File: config.mk
export PLATFORM = sky130hd
export DESIGN_NAME = cef_irq_regs
export DESIGN_NICKNAME = d
export VERILOG_FILES = /design/src/logic/cef_pkg.sv /design/src/logic/cef_rst_sync.sv /design/src/logic/cef_irq_regs.sv
export VERILOG_INCLUDE_DIRS = /design/src /design/src/logic
export SDC_FILE = /design/constraint.sdc
export NUM_CORES = 1
export LEC_CHECK = 0
export CORE_MARGIN = 1.5
export CORE_UTILIZATION = 39
export DETAILED_ROUTE_END_ITERATION = 10
export DONT_BUFFER_PORTS = 1
export GPL_TIMING_DRIVEN = 0
export PLACE_DENSITY = 0.49
export SETUP_SLACK_MARGIN = 0.3
export SYNTH_ARGS = -nofsm -noshare
export SYNTH_HDL_FRONTEND = slang
export SYNTH_SLANG_ARGS = --single-unit
File: constraint.sdc
create_clock -name clk_i -period 3.2 [get_ports clk_i]
set_input_delay 0 -clock clk_i [delete_from_list [all_inputs] [get_ports clk_i]]
set_output_delay 0 -clock clk_i [all_outputs]
set_load 0.01 [all_outputs]
File: src/logic/cef_map.svh
`ifndef CEF_MAP_SVH
`define CEF_MAP_SVH

// ****************************************************************
// Register map
// ****************************************************************
`define CEF_AW           8
`define CEF_OFF_FLAGS    8'h00
`define CEF_OFF_ENABLES  8'h04

// ****************************************************************
// Field positions
// ****************************************************************
// Status vector index, bit 13 down to bit 8 of the flag register
`define CEF_STAT_LSB     8
`define CEF_STAT_W       6
`define CEF_ST_BUS_OFF   5
`define CEF_ST_TX_PASS   4
`define CEF_ST_RX_PASS   3
`define CEF_ST_TX_WARN   2
`define CEF_ST_RX_WARN   1
`define CEF_ST_ANY_WARN  0
// Flag and enable positions, bits 7 down to 0
`define CEF_FL_W         8
`define CEF_FL_INVALID   7
`define CEF_FL_WAKE      6
`define CEF_FL_ERR       5
`define CEF_FL_UNUSED    4
`define CEF_FL_FIFO      3
`define CEF_FL_OVF       2
`define CEF_FL_RXB       1
`define CEF_FL_TXB       0
`define CEF_FL_MASK      8'hEF
`define CEF_EN_MASK      8'hEF
`define CEF_REG_W        16

// ****************************************************************
// Reset values and bus answers
// ****************************************************************
`define CEF_RST_FLAGS    8'h00
`define CEF_RST_ENABLES  8'h00
`define CEF_RST_STAT     6'h00
`define CEF_RESP_OKAY    2'h0
`define CEF_RESP_SLVERR  2'h2

`endif

File: src/logic/cef_pkg.sv
package cef_pkg;
  `include "cef_map.svh"

  // ****************************************************************
  // State types
  // ****************************************************************
  typedef logic [`CEF_FL_W-1:0] cef_flags_t;

  typedef struct packed {
    logic meta;
    logic sync;
  } cef_rsync_s;

  typedef struct packed {
    cef_flags_t              flags;
    cef_flags_t              enables;
    logic [`CEF_STAT_W-1:0]  stat;
    logic                    irq;
    logic                    aw_have;
    logic [`CEF_AW-1:0]      aw_addr;
    logic                    w_have;
    logic [`CEF_REG_W-1:0]   w_data;
    logic                    w_lane0;
    logic                    awready;
    logic                    wready;
    logic                    bvalid;
    logic [1:0]              bresp;
    logic                    arready;
    logic                    rvalid;
    logic [31:0]             rdata;
    logic [1:0]              rresp;
  } cef_state_s;

  // Reset image of the whole state
  localparam cef_state_s CEF_STATE_RESET = '{
    flags:   `CEF_RST_FLAGS,
    enables: `CEF_RST_ENABLES,
    stat:    `CEF_RST_STAT,
    bresp:   `CEF_RESP_OKAY,
    rresp:   `CEF_RESP_OKAY,
    default: '0
  };
endpackage : cef_pkg

File: src/logic/cef_rst_sync.sv
`timescale 1ns/1ps
module cef_rst_sync
  import cef_pkg::*;
(
  input  wire logic clk_i,
  input  wire logic rstn_i,
  output logic      rstn_o
);
  cef_rsync_s q;
  cef_rsync_s d;

  // Shift a constant one in after release
  always_comb begin
    d.meta = 1'b1;
    d.sync = q.meta;
  end

  // Assert at once, release through two flops
  always_ff @(posedge clk_i or negedge rstn_i) begin
    if (!rstn_i) begin
      q <= '0;
    end else begin
      q <= d;
    end
  end

  assign rstn_o = q.sync;
endmodule : cef_rst_sync

File: src/logic/cef_irq_regs.sv
// Our own choices: the AXI4-Lite register port and the placing of the registers.
`timescale 1ns/1ps
module cef_irq_regs
  import cef_pkg::*;
(
  input  wire logic                clk_i,
  input  wire logic                rstn_i,
  // Error state levels from the protocol engine
  input  wire logic                tx_bus_off_state_i,
  input  wire logic                tx_passive_state_i,
  input  wire logic                rx_passive_state_i,
  input  wire logic                tx_warning_state_i,
  input  wire logic                rx_warning_state_i,
  // One-cycle event pulses
  input  wire logic                invalid_msg_evt_i,
  input  wire logic                wake_activity_evt_i,
  input  wire logic                fifo_almost_full_evt_i,
  input  wire logic                rx_overflow_evt_i,
  input  wire logic                rx_buffer_evt_i,
  input  wire logic                tx_buffer_evt_i,
  // AXI4-Lite slave
  input  wire logic [`CEF_AW-1:0]  s_axi_awaddr_i,
  input  wire logic                s_axi_awvalid_i,
  output logic                     s_axi_awready_o,
  input  wire logic [31:0]         s_axi_wdata_i,
  input  wire logic [3:0]          s_axi_wstrb_i,
  input  wire logic                s_axi_wvalid_i,
  output logic                     s_axi_wready_o,
  output logic [1:0]               s_axi_bresp_o,
  output logic                     s_axi_bvalid_o,
  input  wire logic                s_axi_bready_i,
  input  wire logic [`CEF_AW-1:0]  s_axi_araddr_i,
  input  wire logic                s_axi_arvalid_i,
  output logic                     s_axi_arready_o,
  output logic [31:0]              s_axi_rdata_o,
  output logic [1:0]               s_axi_rresp_o,
  output logic                     s_axi_rvalid_o,
  input  wire logic                s_axi_rready_i,
  // Combined interrupt request
  output logic                     irq_o
);

  // ****************************************************************
  // Reset release
  // ****************************************************************
  logic rst_n;

  cef_rst_sync u_rst_sync (
    .clk_i  (clk_i),
    .rstn_i (rstn_i),
    .rstn_o (rst_n)
  );

  // ****************************************************************
  // Next-state logic
  // ****************************************************************
  cef_state_s             q;
  cef_state_s             d;
  logic                   wr_go;
  logic                   wr_flags;
  logic                   wr_enables;
  logic                   rd_go;
  cef_flags_t             set_v;
  cef_flags_t             keep_v;
  logic [`CEF_REG_W-1:0]  rd_word;

  always_comb begin
    d          = q;
    wr_go      = 1'b0;
    wr_flags   = 1'b0;
    wr_enables = 1'b0;
    rd_go      = 1'b0;
    set_v      = '0;
    keep_v     = '1;
    rd_word    = '0;

    // Error state levels, bit 13 down to bit 8
    d.stat[`CEF_ST_BUS_OFF]  = tx_bus_off_state_i;
    d.stat[`CEF_ST_TX_PASS]  = tx_passive_state_i;
    d.stat[`CEF_ST_RX_PASS]  = rx_passive_state_i;
    d.stat[`CEF_ST_TX_WARN]  = tx_warning_state_i;
    d.stat[`CEF_ST_RX_WARN]  = rx_warning_state_i;
    d.stat[`CEF_ST_ANY_WARN] = tx_warning_state_i | rx_warning_state_i;

    // Hardware set sources
    set_v[`CEF_FL_INVALID] = invalid_msg_evt_i;
    set_v[`CEF_FL_WAKE]    = wake_activity_evt_i;
    set_v[`CEF_FL_ERR]     = |(d.stat & ~q.stat);
    set_v[`CEF_FL_FIFO]    = fifo_almost_full_evt_i;
    set_v[`CEF_FL_OVF]     = rx_overflow_evt_i;
    set_v[`CEF_FL_RXB]     = rx_buffer_evt_i;
    set_v[`CEF_FL_TXB]     = tx_buffer_evt_i;

    // Write address and data are taken independently
    if (s_axi_awvalid_i && q.awready) begin
      d.aw_have = 1'b1;
      d.aw_addr = s_axi_awaddr_i;
    end
    if (s_axi_wvalid_i && q.wready) begin
      d.w_have  = 1'b1;
      d.w_data  = s_axi_wdata_i[`CEF_REG_W-1:0];
      d.w_lane0 = s_axi_wstrb_i[0];
    end

    // Retire the response
    if (q.bvalid && s_axi_bready_i) begin
      d.bvalid = 1'b0;
    end

    // Perform the write once both halves are held
    if (q.aw_have && q.w_have && !q.bvalid) begin
      wr_go      = 1'b1;
      wr_flags   = (q.aw_addr == `CEF_OFF_FLAGS) && q.w_lane0;
      wr_enables = (q.aw_addr == `CEF_OFF_ENABLES) && q.w_lane0;
      d.aw_have  = 1'b0;
      d.w_have   = 1'b0;
      d.bvalid   = 1'b1;
      if ((q.aw_addr == `CEF_OFF_FLAGS) || (q.aw_addr == `CEF_OFF_ENABLES)) begin
        d.bresp = `CEF_RESP_OKAY;
      end else begin
        d.bresp = `CEF_RESP_SLVERR;
      end
    end

    // Only a written zero clears; a written one keeps
    if (wr_flags) begin
      keep_v = q.w_data[`CEF_FL_W-1:0];
    end

    // Set wins over clear; unimplemented bit stays zero
    d.flags = ((q.flags & keep_v) | set_v) & `CEF_FL_MASK;

    // Enables: one per flag, wake included
    if (wr_enables) begin
      d.enables = q.w_data[`CEF_FL_W-1:0] & `CEF_EN_MASK;
    end

    // Combined request, set flags gated by their enables
    d.irq = |(d.flags & d.enables);

    // Retire the read data
    if (q.rvalid && s_axi_rready_i) begin
      d.rvalid = 1'b0;
    end

    // Read: answer one cycle after the address is taken
    if (s_axi_arvalid_i && q.arready) begin
      rd_go    = 1'b1;
      d.rvalid = 1'b1;
      d.rresp  = `CEF_RESP_OKAY;
      if (s_axi_araddr_i == `CEF_OFF_FLAGS) begin
        rd_word[`CEF_STAT_LSB +: `CEF_STAT_W] = q.stat;
        rd_word[`CEF_FL_W-1:0]                = q.flags;
      end else if (s_axi_araddr_i == `CEF_OFF_ENABLES) begin
        rd_word[`CEF_FL_W-1:0]                = q.enables;
      end else begin
        d.rresp = `CEF_RESP_SLVERR;
      end
      d.rdata = {16'h0000, rd_word};
    end

    // Channels stay closed while a transfer is pending
    d.awready = !d.aw_have && !d.bvalid;
    d.wready  = !d.w_have && !d.bvalid;
    d.arready = !d.rvalid;
  end

  // ****************************************************************
  // State register
  // ****************************************************************
  // Everything clears to its reset image
  always_ff @(posedge clk_i or negedge rst_n) begin
    if (!rst_n) begin
      q <= CEF_STATE_RESET;
    end else begin
      q <= d;
    end
  end

  // Outputs come straight from the state register
  assign s_axi_awready_o = q.awready;
  assign s_axi_wready_o  = q.wready;
  assign s_axi_bvalid_o  = q.bvalid;
  assign s_axi_bresp_o   = q.bresp;
  assign s_axi_arready_o = q.arready;
  assign s_axi_rvalid_o  = q.rvalid;
  assign s_axi_rdata_o   = q.rdata;
  assign s_axi_rresp_o   = q.rresp;
  assign irq_o           = q.irq;
endmodule : cef_irq_regs

==> impl_summary.md, run 1 <==
Route
The detailed-route vias per instance is roughly 4.6. The first-iteration detailed-routing DRC count is between 60 and 70. The uppermost layer routed is met4. Detailed routing placed a total of between 300 and 400 um of wire on met3. The number of detailed-route iterations in the first pass is 4. In the final routing, the length of wire on met1 measures 2480 um. The average wire length per cell after detail routing is 12.8 um.

The DRC violation count after routing is 0. The detail route stage leaves a number of antenna-violating nets equal to 0. Wire segments on met2 add up to 2520 um in the final route. The final route contains 1936 vias. For this block, the routed nets add up to about 5400 um of wire.

CTS
The CTS root buffer is sky130_fd_sc_hd__clkbuf_8. The CTS tree is done. The clock-pin slew reported for the worst setup and hold paths after clock tree synthesis is 0.06 ns.

The later pin in the worst-skew pair is clocked with a latency of 0.33 ns. The CTS H-tree depth is 3. Counting along the longest clock path gives a buffer depth of 2. Gates resized during post-CTS repair numbered 0. The clock sink count is a little over 60. The number of clock buffers inserted by TritonCTS is 9.

Timing
Based on the critical path, the design can be clocked at up to between 0.4 and 0.5 GHz. The worst slew slack as a fraction of its limit is 0.590. The number of failing setup endpoints in the final timing report is 0. Setup repair after global routing left no endpoint under its margin.

The slew at the pin with the worst max-slew slack is just over 0.6 ns. The final critical delay including setup and external delays is 2.27 ns. The final count of hold timing violations is 0.

The number of slew-limit violations in the final report is 0. The final total negative setup slack is 0 ns. Across the routed clock network, the largest skew measured is about 0.0054 ns.

Of the available clock period, the critical path in the final layout requires 0.709.

GRT
The initial antenna violation count came to 0. The pin count of the biggest net entering global routing is 34. The wire length of the first global-routing pass is between 8000 and 9000 um.

The via count of the first global-routing pass is approximately 1900. The final global-route overflow total is 0. The total track usage is 0.152.

Floorplanning
The vertical extent of the die is slightly below 90 um. between 100 and 150 I/O pins were placed. The region available for standard cell placement spans 0.00687 mm2. After floorplanning, the core was divided into 30 placement rows.

The initial utilization of the core area, before any placement, comes to 0.406. The floorplan step set the die width to ~90 um. The full die area is approximately 0.0077 mm2.

Synthesis
Sorting the synthesized cells by area gives the leading types as sky130_fd_sc_hd__dfrtp_1, sky130_fd_sc_hd__buf_4, sky130_fd_sc_hd__o21ai_0. The number of enable flip-flop cells after synthesis is 0. The post-synthesis instance area is 0.00279 mm2. Each instance of the synthesized netlist takes up on average around 11 um2. The flip-flop cell with the highest count after synthesis is sky130_fd_sc_hd__dfrtp_1. The commonest cells after synthesis are sky130_fd_sc_hd__dfrtp_1, sky130_fd_sc_hd__buf_4, sky130_fd_sc_hd__nand2_1. The share of the synthesized area in the top cell type is 0.547. The fraction of the yosys area taken by sequential cells is 0.547. The synthesized design contains 61 register bits. Synthesis instantiated 37 different standard cells from the library. The most instantiated library cell after synthesis is sky130_fd_sc_hd__dfrtp_1. The Yosys step of the flow raised 0 warnings. The count of mapped cells out of synthesis is approximately 260. The biggest area contributor in the post-synthesis netlist is sky130_fd_sc_hd__dfrtp_1. After synthesis, the share of flip-flops with an asynchronous set or reset is 1.00.

Layout
The net count of the finished layout is roughly 390. The filler cell count is ~700. In the final layout, flip-flops and latches occupy ~0.0015 mm2.

The total inserted antenna cells is 0. The multi-input combinational cells in the finished layout cover a total of 0.00100 mm2. Of the cells placed in the final design, the portion with a size suffix greater than 1 is 0.222. The area added between synthesis and finish is 25.8%.

Setup path
The worst setup path is launched from a register. The number of buffers and inverters on the critical path is 0. The type of destination of the critical path is a register.

The longest individual stage delay on the worst path is approximately 0.56 ns. The cell at the slowest stage of the critical path is sky130_fd_sc_hd__or4_4. Walking the worst path, the cells encountered are or4_4 -> nor4_4 -> a21oi_2 -> a2111oi_2 -> nand4_1. STA puts the critical path data required time at around 3.4 ns. The largest fanout on the critical path is 9. The category of the most critical setup path is register to register.

At the worst endpoint, the arrival time is around 2.4 ns. The cell family with the largest share of critical-path delay is simple AND/OR/NAND/NOR gates.

Placed design
The wire-length estimate of the detail-placed layout is 3810 um. The number of buffers inserted by port buffering is 0. Routability-driven placement finished with a final weighted congestion of ~0.86.

Power and ir drop
The total power draw is 2.12 mW. The peak ir drop on the vdd network is ~0.34 mV. In this run the static leakage power is ~1.6 nW. In this run the power density over the cells is 604 mW/mm2.

Outcome
The flow ran to the end, and the final reports show no timing, DRC or antenna violations.

Worst hold path
The worst hold path belongs to the class input port to register.

Run
The number of violations of the max-capacitance limit is 0.
logic make-up after synthesis:
group                  count (synthesis)  share of synthesized area
and+or+nand+nor                       63                      0.113
AOI/OAI and AO/OA                     61                      0.136
muxes                                 21                     0.0817
buffers and inverters                 51                      0.120
other                                  2                    0.00269
DFF                                   61                      0.547
cells in the final DEF, fill, tap and decap left out, types with 2 or more instances in the layout:
cell type / n
sky130_fd_sc_hd__nor2_1: 5
sky130_fd_sc_hd__conb_1: 22
sky130_fd_sc_hd__nand3b_1: 2
sky130_fd_sc_hd__mux2i_1: 7
sky130_fd_sc_hd__nand2b_1: 6
sky130_fd_sc_hd__a211oi_1: 3
sky130_fd_sc_hd__o21a_1: 2
sky130_fd_sc_hd__dlygate4sd3_1: 33
sky130_fd_sc_hd__o21ai_0: 32
sky130_fd_sc_hd__buf_4: 36
sky130_fd_sc_hd__mux2_2: 14
sky130_fd_sc_hd__nand2_1: 36
sky130_fd_sc_hd__clkbuf_1: 7
sky130_fd_sc_hd__nor3_1: 2
sky130_fd_sc_hd__a22o_1: 6
sky130_fd_sc_hd__inv_1: 11
sky130_fd_sc_hd__clkbuf_8: 11
sky130_fd_sc_hd__a21oi_1: 10
sky130_fd_sc_hd__dfrtp_1: 60
sky130_fd_sc_hd__nand4_1: 2
worst register-to-register path, stage by stage, from the launching register on:
cell and delay [ns]:
sky130_fd_sc_hd__dfrtp_1 0.38, sky130_fd_sc_hd__or4_4 0.56, sky130_fd_sc_hd__nor4_4 0.52, sky130_fd_sc_hd__a21oi_2 0.12, sky130_fd_sc_hd__a2111oi_2 0.36, sky130_fd_sc_hd__nand4_1 0.18
what timing repair did:
item                      in CTS  in global routing
hold buffers                  33                  0
buffers inserted               0                  0
hold endpoints to repair      37                  0
power by group:
group	total, mW	switching [mW]	internal [mW]
Clock	0.598	0.274	0.324
Combinational	0.443	0.206	0.236
Sequential	1.08	0.144	0.932
through the flow:
| stage | instances | utilization | setup WS, ns | cell area, um2 | hold slack (ns) |
|---|---|---|---|---|---|
| 6_report | 425 | 0.511 | 0.932 | 3510 | 0.0306 |
| 5_1_grt | 425 | 0.511 | 0.725 | 3510 | 0.0333 |
| 4_1_cts | 425 | 0.511 | 0.907 | 3510 | 0.00944 |
| 3_5_place_dp | 376 | 0.438 | 0.925 | 3010 | -0.296 |
| 3_3_place_gp | 375 | 0.434 | 0.576 | 2980 | -0.296 |
| 2_1_floorplan | 279 | - | 1.22 | 2860 | -0.296 |
registers in the layout, summed over array words and instances, names as in the netlist:
signal             flops
s_axi_bvalid_o         1
s_axi_rresp_o          1
u_rst_sync.d           1
s_axi_wready_o         1
s_axi_bresp_o          1
q                     38
irq_o                  1
s_axi_awready_o        1
s_axi_rvalid_o         1
u_rst_sync.rstn_o      1
s_axi_arready_o        1
s_axi_rdata_o         13
layer usage:
layer,vias up,GRT usage
li1,964,-
met1,894,0.189
met2,69,0.240
met3,9,0.0641
met4,0,0.0519
met5,-,0
final timing paths:
path	start	slack [ns]	end	cells past startpoint
min in group asynchronous	u_rst_sync.rstn_o	0.28	q[45]	0
max in group asynchronous	u_rst_sync.rstn_o	2.34	s_axi_rdata_o[7]	1
worst min register to register	u_rst_sync.rstn_o	0.28	q[45]	0
worst max-delay path	q[64]	0.93	irq_o	5
worst max register to register	q[64]	0.93	irq_o	5
worst min-delay path	s_axi_wvalid_i	0.03	q[45]	2
final cells by class:
cell class | instances | share of cell area
buffer | 40 | 0.0835
clock buffer | 15 | 0.0474
clock inverter | 1 | 0.00143
inverter | 11 | 0.0118
multi-input combinational | 167 | 0.286
sequential | 61 | 0.436
tap | 96 | 0.0342
timing repair buffer | 34 | 0.0999
Note: power is estimated with default switching activity, not from simulation.
==> run 2, diff against run 1 <==
--- a/config.mk
+++ b/config.mk
@@ -11,7 +11,7 @@
 export DETAILED_ROUTE_END_ITERATION = 10
 export DONT_BUFFER_PORTS = 1
 export GPL_TIMING_DRIVEN = 0
-export PLACE_DENSITY = 0.49
+export PLACE_DENSITY = 0.51
 export SETUP_SLACK_MARGIN = 0.3
 export SYNTH_ARGS = -nofsm -noshare
 export SYNTH_HDL_FRONTEND = slang
==> constraint.sdc (replaced) <==
create_clock -name clk_i -period 1.9 [get_ports clk_i]
set_input_delay 0 -clock clk_i [delete_from_list [all_inputs] [get_ports clk_i]]
set_output_delay 0 -clock clk_i [all_outputs]
set_load 0.01 [all_outputs]
==> run 2 against run 1 <==
  * The flow now finishes with violations (setup timing)
  * Total power grew 72%
  * Worst setup slack worse by 1.1 ns
  * Combinational power rose by 78%
  * Non-clock buffer count is 7 higher
  * Die area stayed put
  * Fmax is 11% higher
  * Final area is 4.1% higher
  * First-iteration DRC count down 19%
  * Via count is 2.5% higher
  * Highest routed layer unchanged
==> impl_summary.md, run 2 (synthesized netlist as in run 1, its figures left out) <==
Layout
Ranked by flip-flop count, first place goes to q. The layout cell share with drive strength beyond 1 came to 0.277 (+0.0549). The flip-flop count of the largest register, all copies and words added is 38 (unchanged). Leaving out fill and tap cells, the most frequent cell in the layout is sky130_fd_sc_hd__dfrtp_1. The number of cells in the finished layout apart from fillers was 432 (+1.6%). The filler cell count was 654 (-4.1%). From synthesis to final layout, the design area changed by 31.0%.

Leaving out fill and tap cells, the most frequent cells in the layout are sky130_fd_sc_hd__dfrtp_1, sky130_fd_sc_hd__buf_4, sky130_fd_sc_hd__nand2_1, sky130_fd_sc_hd__dlygate4sd3_1, sky130_fd_sc_hd__o21ai_0. The total inserted antenna cells came to 0 (unchanged). The net count of the finished layout is 401 (+1.8%).

Setup path
The worst register-to-register path begins at q[65]. The data arrival at the endpoint of the critical path came to 2.22 ns (-0.22 ns). The type of destination of the critical path is a register. The signal on the critical path passes through or4_4 -> nor4_4 -> buf_6 -> a21oi_4 -> a2111oi_4 -> nand4_1.

The category of the most critical setup path is register to register. Broken down by cell family, the worst path's largest delay share belongs to simple AND/OR/NAND/NOR gates. The largest fanout on the critical path is 7 (-2). The cell at the slowest stage of the critical path is sky130_fd_sc_hd__or4_4. The sum of buffers and inverters on the critical path is 1 (+1). The number of cell instances on the worst register-to-register path is 6 (+1). The longest individual stage delay on the worst path is 0.56 ns (about the same). The worst setup path is launched from a register. The end of the worst register-to-register path is irq_o.

The setup slack of the most critical reg-to-reg path was -0.15 ns (-1.08 ns). The worst endpoint required time is 2.08 ns (-1.29 ns).

Floorplanning
The top-level I/O count came to 112 (unchanged). The x dimension of the die is 87.6 um (unchanged). The full die area is 0.00767 mm2 (unchanged). The total core area is 0.00687 mm2 (unchanged).

The number of cell rows is 30 (unchanged). The vertical extent of the die is 87.6 um (unchanged). The initial core utilization is 0.406 (unchanged).

CTS
The clock sink count is 61 (unchanged). The clock-pin slew reported for the worst setup and hold paths after clock tree synthesis was 0.06 ns (about the same). The CTS H-tree depth is 3 (unchanged). The maximum clock path buffer count was 2 (unchanged).

TritonCTS built the clock tree. The tree is rooted in a sky130_fd_sc_hd__clkbuf_8. The number of clock buffers inserted by TritonCTS came to 9 (unchanged). The clock insertion delay at the later pin of the skew report is 0.33 ns (about the same).

GRT
The initial antenna violation count is 0 (unchanged). The final global-route overflow total is 0 (unchanged). The wire length of the first global-routing pass was 9320 um (+6.5%). met2 is the most crowded layer. The routing usage on met2 is 0.251 (+0.0112). The met3 routing resource usage after global routing is 0.0452 (-0.0189).

The via count of the first global-routing pass is 1938 (+4.7%). The met1 global-route usage is 0.208 (+0.0186). The pin count of the biggest net entering global routing is 60 (+76%). The total track usage is 0.162 (+0.00945).

Route
The detailed-route vias per instance was 4.59 (+0.82%). The total detailed-routing wirelength is 5530 um (+2.0%). The number of detailed-route iterations in the first pass was 5 (+1). The post-detailed-route count of antenna-violating nets was 0 (unchanged).

The first-iteration detailed-routing DRC count was 56 (-19%). The total via count after detailed routing came to 1984 (+2.5%). The DRC violation count after routing is 0 (unchanged).

The average wire length per cell after detail routing is 12.8 um (+0.30%).

Power and ir drop
The total power density per cell area came to 1000 mW/mm2 (+66%). The peak ir drop on the vdd network is 0.613 mV (+81%). The leakage power total is 1.71 nW (+4.2%).

Timing
The worst slew slack as a fraction of its limit is 0.503 (-0.0866). The setup skew after layout was 0.00718 ns (+0.00178 ns). The final count of hold timing violations is 0 (unchanged). The final setup slack of the worst path is -0.145 ns (-1.08 ns). The slew at the pin with the worst max-slew slack came to 0.745 ns (+0.130 ns). The final critical delay including setup and external delays came to 2.05 ns (-0.223 ns).

The final critical-path share of the clock period is 1.08 (+0.368). The number of slew-limit violations in the final report came to 0 (unchanged). The number of failing setup endpoints in the final timing report is 6 (+6).

The maximum achievable frequency is 0.489 GHz (+11%). The minimum hold slack was 0.0259 ns (-0.00467 ns). Setup repair after global routing could not meet its margin everywhere.

Run
The number of violations of the max-capacitance limit is 0 (unchanged).

Worst hold path
The worst hold path terminates at s_axi_rdata_o[11]. The number of cells traversed by the worst hold path came to 2 (unchanged). The startpoint identified for the worst hold timing path is s_axi_arvalid_i. The min-delay analysis places its worst path in the category input port to register.

Outcome
The run finished, with violations left. The checks that failed: setup timing.

Placed design
The number of buffers inserted by port buffering came to 0 (unchanged). The global placer's final weighted congestion is 0.784 (-9.0%). The cell count after placement was 375 (-0.27%). The detailed placement HPWL is 3770 um (-0.88%).
-- run 2: cell count changes in the layout (fill, tap and decap cells not counted), sizes merged --
cell,change
buf,+7
-- run 2: layer usage --
metal / routed length, um / vias to the layer above
met5: 0 / -
met4: 118 / 0
met3: 284 / 11
met2: 2600 / 70
met1: 2530 / 922
li1: - / 981
-- run 2: worst reg2reg max path, cell delays in order (launching register included) --
cell                        delay, ns
sky130_fd_sc_hd__dfrtp_1         0.38
sky130_fd_sc_hd__or4_4           0.56
sky130_fd_sc_hd__nor4_4          0.23
sky130_fd_sc_hd__buf_6           0.17
sky130_fd_sc_hd__a21oi_4         0.07
sky130_fd_sc_hd__a2111oi_4       0.31
sky130_fd_sc_hd__nand4_1         0.18
-- run 2: area by class of cell --
cell class	instances	area, um2	area share
sequential	61	1530	0.419
multi-input combinational	167	1090	0.300
timing repair buffer	41	398	0.109
buffer	40	297	0.0812
clock buffer	15	166	0.0456
tap	96	120	0.0329
inverter	11	41.3	0.0113
clock inverter	1	5.00	0.00137
-- run 2: stage by stage --
stage	setup TNS [ns]	power, mW	utilization	setup WS, ns	cell area [um2]
after floorplan	-0.0333	2.35	-	-0.0333	2870
after global placement	-3.58	2.51	0.435	-0.328	2990
after detailed placement	-3.74	2.53	0.435	-0.343	2990
after CTS	-0.930	3.66	0.521	-0.197	3580
after global routing	-1.12	3.91	0.532	-0.216	3650
final	-0.496	3.65	0.532	-0.145	3650
-- run 2: worst max path at each step --
stage	from	to	slack (ns)	cells after the start
after floorplan	q[64]	irq_o	-0.03	5
after global placement	q[64]	irq_o	-0.33	5
after detailed placement	q[64]	irq_o	-0.34	5
after CTS	q[64]	irq_o	-0.20	6
after global routing	q[65]	irq_o	-0.22	6
final	q[65]	irq_o	-0.15	6
-- run 2: repair_timing --
action                                  CTS  global route
pin swaps                                 3            11
buffers inserted                          6             2
hold buffers                             33             0
gates resized for setup                  18            12
endpoints found under the hold margin    37             0
endpoints found under the setup margin   15            15
-- run 2: power by group --
| group | switching, mW | internal, mW | total, mW |
|---|---|---|---|
| Combinational | 0.373 | 0.414 | 0.787 |
| Clock | 0.465 | 0.545 | 1.01 |
| Sequential | 0.284 | 1.57 | 1.85 |
| Total | 1.12 | 2.53 | 3.65 |
==> run 3, diff against run 2 <==
--- a/config.mk
+++ b/config.mk
@@ -13,6 +13,7 @@
 export GPL_TIMING_DRIVEN = 0
 export PLACE_DENSITY = 0.51
 export SETUP_SLACK_MARGIN = 0.3
+export SLEW_MARGIN = 20
 export SYNTH_ARGS = -nofsm -noshare
 export SYNTH_HDL_FRONTEND = slang
 export SYNTH_SLANG_ARGS = --single-unit
==> constraint.sdc (replaced) <==
create_clock -name clk_i -period 1.9 [get_ports clk_i]
set_input_delay 0.38 -clock clk_i [delete_from_list [all_inputs] [get_ports clk_i]]
set_output_delay 0.38 -clock clk_i [all_outputs]
set_load 0.01 [all_outputs]
==> run 3 against run 2 <==
  * The run still ends with setup timing left
  * Non-clock buffer count down 32
  * Clock skew down 0.0017 ns
  * Final area down 8.8%
  * Hold slack better by 0.050 ns
  * Die area unchanged
  * Combinational power down 9.1%
  * Clock-buffer cell count unchanged
  * Critical path type unchanged
  * Largest power group unchanged
==> impl_summary.md, run 3 (synthesized netlist as in run 1, its figures left out) <==
Power and ir drop
The net switching component of the power is 1.10 mW (-1.5%). The switching share of power came to 0.309 (+0.00164). The leakage power total is 1.57 nW (-7.8%). The clock network power share came to 0.282 (+0.005). The share of power burned in combinational logic was 0.200 (-0.016). The sequential share of power is 0.518 (+0.010).

The internal power consumption is 2.47 mW (-2.2%). The peak ir drop on the vdd network came to 0.651 mV (+6.2%). The total power density per cell area came to 1070 mW/mm2 (+7.4%).

Layout
The flip-flop count of the largest register, all copies and words added is 38 (unchanged). The layout cell share with drive strength beyond 1 is 0.306 (+0.0291). Leaving out fill and tap cells, the most frequent cells in the layout are sky130_fd_sc_hd__dfrtp_1, sky130_fd_sc_hd__buf_4, sky130_fd_sc_hd__nand2_1, sky130_fd_sc_hd__o21ai_0, sky130_fd_sc_hd__conb_1. The combined area of the multi-input logic cells was 0.00109 mm2 (unchanged). The final design area excluding fillers is 0.00333 mm2 (-8.8%).

The area taken by flip-flops and latches is 0.00153 mm2 (unchanged). The total inserted antenna cells is 0 (unchanged). The most common cell after layout, fill and taps aside is sky130_fd_sc_hd__dfrtp_1. The net count of the finished layout is 369 (-8.0%).

Ranked by flip-flop count, first place goes to q. Compared with the post-synthesis result, the final layout area differs by 19.5%. The filler cell count came to 668 (+2.1%).

The number of cells in the finished layout apart from fillers came to 400 (-7.4%).

Setup path
STA classifies the critical path startpoint as a register. The type of destination of the critical path is a register. Traced cell by cell, the critical path runs through or4_4 -> nor4_4 -> buf_6 -> a21oi_4 -> a2111oi_4 -> nand4_1.

The largest fanout on the critical path was 7 (unchanged). The setup path with the least slack is of type register to register. The worst register-to-register path begins at q[65]. The longest individual stage delay on the worst path is 0.56 ns (about the same). The worst endpoint required time came to 2.08 ns (about the same). The worst register-to-register path ends at irq_o.

The number of cell instances on the worst register-to-register path was 6 (unchanged). The cell at the slowest stage of the critical path is sky130_fd_sc_hd__or4_4. The data arrival at the endpoint of the critical path is 2.22 ns (about the same). The setup slack of the most critical reg-to-reg path came to -0.14 ns (about the same).

Route
The post-detailed-route count of antenna-violating nets is 0 (unchanged). The DRC violation count after routing came to 0 (unchanged). The detailed-route vias per instance was 4.59 (-0.11%). The total detailed-routing wirelength came to 5320 um (-3.9%). The number of detailed-route iterations in the first pass is 4 (-1).

The average wire length per cell after detail routing came to 13.3 um (+3.8%). The total via count after detailed routing is 1835 (-7.5%). The first-iteration detailed-routing DRC count is 53 (-5.4%).

Floorplanning
The vertical extent of the die is 87.6 um (unchanged). The full die area is 0.00767 mm2 (unchanged). The total core area was 0.00687 mm2 (unchanged).

The x dimension of the die is 87.6 um (unchanged). The top-level I/O count is 112 (unchanged). The number of cell rows came to 30 (unchanged). The initial core utilization is 0.406 (unchanged).

Worst hold path
The path class of the tightest hold or removal check is input port to register. The path with the worst hold slack has its endpoint at q[72]. The number of cells traversed by the worst hold path is 0 (-2). The worst hold path begins at rx_passive_state_i.

CTS
The number of clock buffers inserted by TritonCTS is 9 (unchanged). The clock sink count was 61 (unchanged). The clock-pin slew reported for the worst setup and hold paths after clock tree synthesis is 0.06 ns (about the same). The CTS root buffer is sky130_fd_sc_hd__clkbuf_8. The maximum clock path buffer count is 2 (unchanged). The clock insertion delay at the later pin of the skew report is 0.33 ns (about the same). The CTS H-tree depth came to 3 (unchanged). TritonCTS built the clock tree.

Run
The number of violations of the max-capacitance limit is 0 (unchanged).

Timing
The final critical delay including setup and external delays is 2.04 ns (-0.00324 ns). The final count of hold timing violations was 0 (unchanged). The final total negative setup slack is -0.481 ns (+0.0155 ns). The number of failing setup endpoints in the final timing report was 5 (-1). The minimum hold slack is 0.0755 ns (+0.0496 ns).

The slew at the pin with the worst max-slew slack came to 0.745 ns (+0.000107 ns). Setup repair after global routing could not meet its margin everywhere. The final critical-path share of the clock period is 1.07 (-0.00170). The worst slew slack as a fraction of its limit is 0.503 (about the same). The maximum achievable frequency is 0.490 GHz (+0.16%). The number of slew-limit violations in the final report is 0 (unchanged). The final setup slack of the worst path is -0.142 ns (+0.00324 ns). The setup skew after layout is 0.00544 ns (-0.00174 ns).

GRT
The via count of the first global-routing pass is 1822 (-6.0%). The wire length of the first global-routing pass was 8860 um (-4.9%). The pin count of the biggest net entering global routing came to 60 (unchanged). The final global-route overflow total is 0 (unchanged). The initial antenna violation count was 0 (unchanged). The total track usage was 0.155 (-0.00682).

Outcome
The run finished, with violations left. The checks that failed: setup timing.

Placed design
The global placer's final weighted congestion is 0.784 (unchanged). The post-place instance area is 0.00299 mm2 (about the same). The pre-CTS setup slack is -0.343 ns (unchanged).

The number of buffers inserted by port buffering is 0 (unchanged). The detailed placement HPWL is 3770 um (unchanged). The cell count after placement is 375 (unchanged).
[run 3: cell types whose count changed in the layout (fill, tap and decap cells not counted), sizes merged]
| cell | previous run | this run |
|---|---|---|
| dlygate4sd3 | 33 | 1 |
[run 3: final cells by class]
class                           count  share of cell area
Inverter                           11              0.0124
Tap cell                           96              0.0360
Timing Repair Buffer                9              0.0233
Sequential cell                    61               0.459
Buffer                             40              0.0890
Multi-Input combinational cell    167               0.329
Clock inverter                      1             0.00150
Clock buffer                       15              0.0499
[run 3: critical path: cells and delay by family (launching register included)]
family,cells,cell delay [ns]
compound gates,2,0.37
buf+inv,1,0.17
flops,1,0.38
simple gates,3,0.97
[run 3: worst max-delay path by stage]
stage	start	end	slack, ns	depth (start not counted)
floorplan	q[64]	irq_o	-0.03	5
global placement	q[64]	irq_o	-0.33	5
detailed placement	q[64]	irq_o	-0.34	5
CTS	q[64]	irq_o	-0.20	6
global route	q[65]	irq_o	-0.22	6
finish	q[65]	irq_o	-0.14	6
[run 3: what timing repair did]
item,4_1_cts,5_1_grt
gates resized for setup,18,12
endpoints found under the setup margin,15,15
hold endpoints to repair,2,0
hold buffers,1,0
pin swaps,3,11
buffers inserted,6,2
[run 3: per-stage QoR]
stage	power [mW]	utilization
after floorplan	2.35	-
after global placement	2.51	0.435
after detailed placement	2.53	0.436
after CTS	3.59	0.475
after global routing	3.84	0.485
final	3.58	0.485
[run 3: power by group through the flow]
stage                     Combinational (mW)  Sequential (mW)  Clock, mW
after detailed placement               0.672             1.85          0
after floorplan                        0.577             1.78          0
after global routing                   0.812             1.91       1.11
after CTS                              0.691             1.85       1.05
final                                  0.715             1.85       1.01
after global placement                 0.659             1.85          0
[run 3: routing by layer]
metal  wire [um]  track usage  share of wire
met2        2430        0.232           0.46
met4         101       0.0823          0.019
met1        2460        0.199           0.46
met5           0            0              0
met3         329       0.0528          0.062
